**config.mk**
```make
export PLATFORM = sky130hd
export DESIGN_NAME = sgc_global_ctrl
export DESIGN_NICKNAME = d
export VERILOG_FILES = /design/src/rtl/sgc_pkg.sv /design/src/rtl/sgc_strap_sync.sv /design/src/rtl/sgc_global_ctrl.sv
export SDC_FILE = /design/constraint.sdc
export NUM_CORES = 1
export LEC_CHECK = 0
export BUFFER_PORTS_ARGS = -buffer_cell sky130_fd_sc_hd__buf_2
export CORE_MARGIN = 3
export CORE_UTILIZATION = 47
export CTS_CLUSTER_DIAMETER = 30
export CTS_CLUSTER_SIZE = 12
export DETAILED_ROUTE_END_ITERATION = 6
export GPL_TIMING_DRIVEN = 0
export PLACE_DENSITY = 0.81
export SLEW_MARGIN = 5
export SYNTH_ARGS = -nofsm -noshare
export SYNTH_HDL_FRONTEND = slang
export SYNTH_SLANG_ARGS = --single-unit
```
**constraint.sdc**
```tcl
create_clock -name clk -period 3.7 [get_ports clk]
set_input_delay 0.185 -clock clk [delete_from_list [all_inputs] [get_ports clk]]
set_output_delay 0.185 -clock clk [all_outputs]
set_load 0.005 [all_outputs]
```
**src/rtl/sgc_pkg.sv**
```systemverilog
// constants for the global forwarding and host link control bank
package sgc_pkg;

  localparam logic [7:0] SGC_FWD_CTRL_ADDR  = 8'h05;
  localparam logic [7:0] SGC_HOST_LINK_ADDR = 8'h06;

  localparam logic [7:0] SGC_FWD_CTRL_RESET  = 8'h00;
  localparam logic [7:0] SGC_HOST_LINK_RESET = 8'h00;
  localparam logic [7:0] SGC_FWD_CTRL_WMASK  = 8'hf3;
  localparam logic [7:0] SGC_HOST_LINK_WMASK = 8'he0;
  localparam logic [7:0] SGC_UNMAPPED_DATA   = 8'h00;

  localparam int SGC_VLAN_EN_BIT   = 7;
  localparam int SGC_IGMP_SNP_BIT  = 6;
  localparam int SGC_DIRECT_BIT    = 5;
  localparam int SGC_PRETAG_BIT    = 4;
  localparam int SGC_TAG_MASK_BIT  = 1;
  localparam int SGC_SNIFF_AND_BIT = 0;

  localparam int SGC_BACK_PRES_BIT = 7;
  localparam int SGC_HALF_DUP_BIT  = 6;
  localparam int SGC_FLOW_CTL_BIT  = 5;

  localparam int SGC_PORTS         = 5;
  localparam int SGC_HOST_PORT     = 4;
  localparam int SGC_SRC_PORT_W    = 3;
  localparam int SGC_VID_W         = 12;

  localparam int SGC_STRAP_DUPLEX  = 0;
  localparam int SGC_STRAP_FLOW    = 1;
  localparam int SGC_STRAP_W       = 2;

  typedef enum logic {
    SGC_PH_RESET = 1'b0,
    SGC_PH_RUN   = 1'b1
  } sgc_phase_t;

endpackage : sgc_pkg

```
**src/rtl/sgc_strap_sync.sv**
```systemverilog
// two-flop synchroniser for the strap pins
`timescale 1ns/1ns
`default_nettype none

module sgc_strap_sync (
  input  wire logic                          clk,
  input  wire logic [sgc_pkg::SGC_STRAP_W-1:0] strap_pins,
  output var  logic [sgc_pkg::SGC_STRAP_W-1:0] strap_sync
);

  typedef struct packed {
    logic [sgc_pkg::SGC_STRAP_W-1:0] stage1;
    logic [sgc_pkg::SGC_STRAP_W-1:0] stage2;
  } sgc_sync_t;

  sgc_sync_t sync_q;
  sgc_sync_t sync_d;

  // no reset: the chain must already carry the pin level at reset release
  always_comb begin
    sync_d        = sync_q;
    sync_d.stage1 = strap_pins;
    sync_d.stage2 = sync_q.stage1;
  end

  always_ff @(posedge clk) begin
    sync_q <= sync_d;
  end

  assign strap_sync = sync_q.stage2;

endmodule : sgc_strap_sync

`default_nettype wire

```
**src/rtl/sgc_global_ctrl.sv**
```systemverilog
// global forwarding and host link control registers with decisions
`timescale 1ns/1ns
`default_nettype none

module sgc_global_ctrl (
  input  wire logic                               clk,
  input  wire logic                               rst,
  input  wire logic [7:0]                         reg_addr,
  input  wire logic                               reg_wr,
  input  wire logic                               reg_rd,
  input  wire logic [7:0]                         reg_wdata,
  output var  logic [7:0]                         reg_rdata,
  output var  logic                               reg_rdata_valid,
  input  wire logic                               duplex_strap_pin,
  input  wire logic                               flow_control_strap_pin,
  input  wire logic                               pkt_valid,
  input  wire logic                               pkt_is_igmp,
  input  wire logic                               pkt_from_host,
  input  wire logic [sgc_pkg::SGC_SRC_PORT_W-1:0] pkt_source_port,
  input  wire logic [sgc_pkg::SGC_VID_W-1:0]      vlan_identifier,
  input  wire logic [sgc_pkg::SGC_PORTS-1:0]      lookup_port_mask,
  input  wire logic [sgc_pkg::SGC_PORTS-1:0]      preamble_dest_mask,
  input  wire logic                               sniff_src_match,
  input  wire logic                               sniff_dst_match,
  output var  logic                               vlan_mode_en,
  output var  logic                               igmp_snoop_en,
  output var  logic                               direct_mode_en,
  output var  logic                               pretag_en,
  output var  logic                               tag_mask_active,
  output var  logic                               sniff_and_mode,
  output var  logic                               back_pressure_en,
  output var  logic                               half_duplex_mode,
  output var  logic                               flow_control_en,
  output var  logic                               egress_valid,
  output var  logic [sgc_pkg::SGC_PORTS-1:0]      egress_port_mask,
  output var  logic                               pretag_insert,
  output var  logic [sgc_pkg::SGC_SRC_PORT_W-1:0] pretag_port,
  output var  logic                               mirror_hit
);

  typedef struct packed {
    sgc_pkg::sgc_phase_t                 phase;
    logic [7:0]                          fwd;
    logic [7:0]                          link;
    logic                                tag_act;
    logic [7:0]                          rdata;
    logic                                rvalid;
    logic                                evalid;
    logic [sgc_pkg::SGC_PORTS-1:0]       emask;
    logic                                ptag;
    logic [sgc_pkg::SGC_SRC_PORT_W-1:0]  pport;
    logic                                mirror;
  } sgc_state_t;

  sgc_state_t st_q;
  sgc_state_t st_d;

  logic [sgc_pkg::SGC_STRAP_W-1:0] strap_sync;

  ////////////////////////////////////////////////////////////////////////////
  // strap synchroniser

  sgc_strap_sync u_strap (
    .clk        (clk),
    .strap_pins ({flow_control_strap_pin, duplex_strap_pin}),
    .strap_sync (strap_sync)
  );

  ////////////////////////////////////////////////////////////////////////////
  // next state

  always_comb begin
    st_d        = st_q;
    st_d.rvalid = 1'b0;
    st_d.evalid = 1'b0;
    if (rst) begin
      st_d.phase  = sgc_pkg::SGC_PH_RESET;
      st_d.fwd    = sgc_pkg::SGC_FWD_CTRL_RESET;
      st_d.link   = sgc_pkg::SGC_HOST_LINK_RESET;
      st_d.rdata  = 8'h00;
      st_d.emask  = '0;
      st_d.ptag   = 1'b0;
      st_d.pport  = '0;
      st_d.mirror = 1'b0;
    end else if (st_q.phase == sgc_pkg::SGC_PH_RESET) begin
      // strap capture on first edge after release
      st_d.phase = sgc_pkg::SGC_PH_RUN;
      st_d.link[sgc_pkg::SGC_HALF_DUP_BIT] =
        strap_sync[sgc_pkg::SGC_STRAP_DUPLEX];
      st_d.link[sgc_pkg::SGC_FLOW_CTL_BIT] =
        strap_sync[sgc_pkg::SGC_STRAP_FLOW];
    end else begin
      if (reg_wr && reg_addr == sgc_pkg::SGC_FWD_CTRL_ADDR) begin
        st_d.fwd = reg_wdata & sgc_pkg::SGC_FWD_CTRL_WMASK;
      end
      if (reg_wr && reg_addr == sgc_pkg::SGC_HOST_LINK_ADDR) begin
        st_d.link = reg_wdata & sgc_pkg::SGC_HOST_LINK_WMASK;
      end
      if (reg_rd) begin
        st_d.rvalid = 1'b1;
        case (reg_addr)
          sgc_pkg::SGC_FWD_CTRL_ADDR:  st_d.rdata = st_q.fwd;
          sgc_pkg::SGC_HOST_LINK_ADDR: st_d.rdata = st_q.link;
          default:                     st_d.rdata = sgc_pkg::SGC_UNMAPPED_DATA;
        endcase
      end
      if (pkt_valid) begin
        st_d.evalid = 1'b1;
        if (st_q.fwd[sgc_pkg::SGC_DIRECT_BIT] && pkt_from_host) begin
          st_d.emask = preamble_dest_mask;
        end else if (st_q.tag_act) begin
          st_d.emask = vlan_identifier[sgc_pkg::SGC_PORTS-1:0];
        end else begin
          st_d.emask = lookup_port_mask;
        end
        if (st_q.fwd[sgc_pkg::SGC_IGMP_SNP_BIT] && pkt_is_igmp) begin
          st_d.emask[sgc_pkg::SGC_HOST_PORT] = 1'b1;
        end
        st_d.ptag  = st_q.fwd[sgc_pkg::SGC_PRETAG_BIT] &&
                     st_d.emask[sgc_pkg::SGC_HOST_PORT];
        st_d.pport = pkt_source_port;
        if (st_q.fwd[sgc_pkg::SGC_SNIFF_AND_BIT]) begin
          st_d.mirror = sniff_src_match && sniff_dst_match;
        end else begin
          st_d.mirror = sniff_src_match || sniff_dst_match;
        end
      end
    end
    // tag mask only while VLAN mode is off
    st_d.tag_act = st_d.fwd[sgc_pkg::SGC_TAG_MASK_BIT] &&
                   !st_d.fwd[sgc_pkg::SGC_VLAN_EN_BIT];
  end

  always_ff @(posedge clk) begin
    st_q <= st_d;
  end

  ////////////////////////////////////////////////////////////////////////////
  // outputs

  assign reg_rdata        = st_q.rdata;
  assign reg_rdata_valid  = st_q.rvalid;
  assign vlan_mode_en     = st_q.fwd[sgc_pkg::SGC_VLAN_EN_BIT];
  assign igmp_snoop_en    = st_q.fwd[sgc_pkg::SGC_IGMP_SNP_BIT];
  assign direct_mode_en   = st_q.fwd[sgc_pkg::SGC_DIRECT_BIT];
  assign pretag_en        = st_q.fwd[sgc_pkg::SGC_PRETAG_BIT];
  assign tag_mask_active  = st_q.tag_act;
  assign sniff_and_mode   = st_q.fwd[sgc_pkg::SGC_SNIFF_AND_BIT];
  assign back_pressure_en = st_q.link[sgc_pkg::SGC_BACK_PRES_BIT];
  assign half_duplex_mode = st_q.link[sgc_pkg::SGC_HALF_DUP_BIT];
  assign flow_control_en  = st_q.link[sgc_pkg::SGC_FLOW_CTL_BIT];
  assign egress_valid     = st_q.evalid;
  assign egress_port_mask = st_q.emask;
  assign pretag_insert    = st_q.ptag;
  assign pretag_port      = st_q.pport;
  assign mirror_hit       = st_q.mirror;

  logic running;
  assign running = (st_q.phase == sgc_pkg::SGC_PH_RUN);
endmodule : sgc_global_ctrl

`default_nettype wire

```
# Word level (Yosys, flattened, before mapping)

Index checks and enable logic that the tools add are counted.

Register bits after elaboration: 35
Bits in latches: 0
RAM bits: 0
Bits in read-only memories: 0
Output and inout bits: 29
Word-level logic and storage cells: 49
Memories kept: 0

Add/subtract/negate cells: 0
Multiply operators: 0
Div/mod/pow operators: 0
Magnitude comparators: 0
Equal/unequal tests: 3
Shift operators: 0
Mux-type cells: 16
Bitwise operators: 1
Reduce and logical (&&, ||, !) cells: 14

Operator list:

| cell                 | count |
|---|---|
| $mux W17             | 1 |
| $eq A8 B3 Y1 const B | 2 |
| $mux W8              | 2 |
| $pmux W8 S2          | 1 |
| $mux W5              | 3 |
| $mux W11             | 1 |
| $mux W9              | 1 |
| $reduce_and A2 Y1    | 4 |
| $logic_and A1 B1 Y1  | 7 |
| $mux W1              | 6 |
| $mux W2              | 1 |
| $ne A2 B1 Y1 const B | 1 |
| $reduce_or A2 Y1     | 1 |
| $logic_not A1 Y1     | 1 |
| $logic_or A1 B1 Y1   | 1 |
| $not A1 Y1           | 1 |

# Logic depth before layout (Yosys ltp)

Word-level depth: 8
Gate-level depth with buffers: 5
Mapped depth without buffers: 4

# By module

From an unflattened synthesis, not the netlist that was laid out.

Cell total of the unflattened synthesis: 163
Area, all modules: 1463.9 µm²

By module, submodules not included:

| module          | times used | cells an instance | area each (µm²) | seq. area each (µm²) |
|---|---|---|---|---|
| sgc_global_ctrl | 1          | 159               | 1383.8          | 580.6 |
| sgc_strap_sync  | 1          | 4                 | 80.1            | 80.1 |

# Least setup slack after synthesis

Ideal clock, no wire load.

Path kind: register to register
Start: reg st_q, in the netlist tag_mask_active
End: reg st_q, in the netlist egress_port_mask[4]
Arrival: 1165 ps
Slack: 2413 ps
Stages on the path, launching flop included: 5
Buffers on the path: 1
Period minus slack after synthesis: 1287 ps
Cell sequence: dfxtp_1 > clkbuf_1 > mux2i_1 > a21oi_1 > o311a_1

Word-level cells in the longest chain between the ends: 6

Ends and longest elaborated chain:

| element                | RTL line               | text |
|---|---|---|
| start, declared        | sgc_global_ctrl.sv:55  | `sgc_state_t st_q;` |
| start signal, assigned | sgc_global_ctrl.sv:135 | `st_q <= st_d;` |
| $mux W5                | sgc_global_ctrl.sv:111 | `end else if (st_q.tag_act) begin` |
| $mux W5                | sgc_global_ctrl.sv:109 | `if (st_q.fwd[sgc_pkg::SGC_DIRECT_BIT] && pkt_from_host) begin` |
| $mux W1                | sgc_global_ctrl.sv:116 | `if (st_q.fwd[sgc_pkg::SGC_IGMP_SNP_BIT] && pkt_is_igmp) begin` |
| $mux W1                | sgc_global_ctrl.sv:107 | `if (pkt_valid) begin` |
| $mux W1                | sgc_global_ctrl.sv:85  | `end else if (st_q.phase == sgc_pkg::SGC_PH_RESET) begin` |
| $mux W1                | sgc_global_ctrl.sv:76  | `if (rst) begin` |

Every way passes these cells. The select of a mux whose other input is x is not followed.
A chain may end at the register's enable or synchronous reset.

# Final worst setup path

Start: reg st_q, in the netlist running
End: reg st_q, in the netlist mirror_hit

Word-level cells in the longest chain between the ends: 1

Ends and longest elaborated chain:

| element |
|---|
| $reduce_and A2 Y1 (no source line) |

Every way passes these cells.

==> impl_metrics.tcl <==
set metrics [dict create \
    status "complete, no violations" \
    fin_setup_tns_ps 0 \
    die_y_um 61.5 \
    vias 1375 \
    clock-root-buffer "clkbuf_4" \
    firstDrtPassIters 4 \
    busiest_layer "met2" \
    synthTopCellsByArea "dfxtp_1 (46%), buf_4 (8.3%), mux2i_1 (7.6%), a21oi_1 (7.3%), nand2_1 (5.7%)" \
    ir_drop_mv 0.200 \
    fp.coreArea_um2 2850 \
    start_util 0.507 \
    netlist_area_um2 1450 \
    insertion_delay_ps 330 \
    area_growth_syn_to_layout_pct 33.0 \
    worst_setup_path_end_kind "flop" \
    drtIter0Drc 54 \
    hp-class "input pin to flop" \
    drv_cap 0 \
    io-pin-count 81 \
    clock_sinks 33 \
    ys_seq_area_frac 0.456 \
    yosysWarnings 0 \
    met3_usage 0.0839 \
    grtUsageTotal 0.192 \
    avgSynthCellArea_um2 9.10 \
    cp.arrival_ps 1750 \
    numPortBuffers 69 \
    synth_cells 159 \
    post-dp-hpwl_mm 2.70 \
    power_density_nw_per_um2 353 \
    diodes 0 \
    met2_usage 0.333 \
    slew_viol_final 0 \
    slew_headroom 0.662 \
    pre_cts_slack_ps 2190 \
    ys_seq_elements 33 \
    grt_pass1_wl_mm 5.24 \
    post-route-util 0.675 \
    post_cts_buffers 0 \
    wire_per_inst_um 12.6 \
    worst_slack_ps 2180 \
    cp_max_fo 10 \
    drc 0 \
    synth_top_area_frac 0.456 \
    final_cell_count_no_fill 270 \
    fin_skew_ps 12.3 \
    die_w_um 61.5 \
    dp_cells 260 \
    fmax_mhz 658 \
    grt-ovfl-total 0 \
    fillers 251 \
    vias_per_cell 5.09 \
    crit_path_start_kind "flop" \
    finalSetupViolCount 0 \
    min_period_over_period 0.411 \
    leakagePower_nw 0.967 \
    clk_path_buf_depth 2 \
    fp.dieArea_um2 3780 \
    wl_mm 3.41 \
    grt_antenna_before_repair 0 \
    yosys.area.top_type "dfxtp_1" \
    drtAntennaViolNets 0 \
    cts_buffers 5 \
    path_clk_slew_ps 100 \
    period_needed_ps 1520 \
    required_ps 3930 \
    grt_pass1_vias 1245 \
    yosys.cell_types.count 29 \
    fin_nets 290 \
    worst_slew_pin_slew_ps 508 \
    drive_gt1_frac 0.410 \
    criticalPathCategory "flop to flop" \
    grt_use_met1 0.203 \
    routabilityCongestion 0.807 \
    p_total_mw 0.679 \
    ctsHtreeMaxLevel 2 \
    grt_max_degree 11 \
    finalHoldViolCount 0 \
    rows 19 \
    cts_tree "yes" \
    grt_setup_unrepaired "false" \
]
## sequential cells by signal, indices dropped and copies added (netlist names), 2 cells and up
name,count
egress_port_mask,5
pretag_port,3
u_strap.strap_sync,2
reg_rdata,6
u_strap.sync_d,2
## per-stage QoR
stage	cell area, µm²	hold slack [ps]
finish	1930	51.7
global route	1930	37.0
CTS	1930	32.5
detailed placement	1840	292
global placement	1840	288
floorplan	1450	213
## synth_stat cells
master / count
a21oi_1: 21
a31oi_1: 2
a32o_1: 1
a32oi_1: 3
a41o_1: 1
and2_1: 2
and2_2: 1
and4_2: 1
and4b_1: 2
buf_2: 1
buf_4: 16
clkbuf_1: 7
conb_1: 1
dfxtp_1: 33
inv_1: 1
mux2i_1: 11
nand2_1: 22
nand2b_1: 1
nand3_1: 3
nand3_4: 1
nand3b_1: 3
nor2_1: 9
nor2b_1: 3
nor4b_4: 1
o211ai_1: 5
o21ai_0: 4
o21bai_1: 1
o311a_1: 1
or3b_1: 1
## final timing paths
path,slack [ps],end,depth (start not counted),start
min,50,pretag_insert,2,rst
max,2180,mirror_hit,5,running
min reg2reg,330,u_strap.strap_sync[0],0,u_strap.sync_d[0]
max reg2reg,2180,mirror_hit,5,running
## routing by layer
metal  routed length (µm)  vias to the layer above  part of all wire
li1                     -                      694                 -
met1                 1370                      611              0.40
met2                 1610                       65              0.47
met3                  404                        5              0.12
met4                   28                        0            0.0082
met5                    0                        -                 0
## power by group
part | switching [mW] | internal (mW)
Sequential | 0.00523 | 0.367
Clock | 0.118 | 0.110
Combinational | 0.0362 | 0.0430
Total | 0.159 | 0.520
## placed cells by master (no fill, tap or decap), types with 2 or more instances in the layout
cell	count
dfxtp_1	33
a21oi_1	21
a32oi_1	3
buf_2	70
nor2b_1	3
clkbuf_8	2
and2_1	2
nand2_1	22
a31oi_1	2
clkbuf_4	5
mux2i_1	11
and4b_1	2
o21ai_0	4
clkbuf_1	7
dlygate4sd3_1	2
buf_4	16
o211ai_1	5
conb_1	2
nand3_1	3
nor2_1	9
nand3b_1	3
## logic make-up after synthesis
group / count (synthesis) / synth area share
muxes: 11 / 0.0761
other: 1 / 0.00259
and+or+nand+nor: 50 / 0.193
buffers and inverters: 25 / 0.107
AOI/OAI and AO/OA: 39 / 0.165
DFF: 33 / 0.456
## critical path: stages, from the launching register on
cell and delay (ps):
dfxtp_1 390, clkbuf_1 360, nand2_1 150, clkbuf_1 260
a21oi_1 170, a21oi_1 80
## repair_timing
| item | CTS | global route |
|---|---|---|
| gates resized for setup | 0 | 0 |
| hold buffers | 2 | 0 |
| hold endpoints to repair | 2 | 0 |
## layout make-up
cell class                      instances  area [µm²]  share of cell area
Buffer                                 24         151              0.0786
Tap cell                               31        38.8              0.0201
Sequential cell                        33         661               0.343
Inverter                                1        3.75             0.00195
Clock inverter                          1        5.00             0.00260
Clock buffer                            7        65.1              0.0338
Timing Repair Buffer                   71         365               0.190
Multi-Input combinational cell        102         636               0.330
Note: power is estimated with default switching activity, not from simulation.
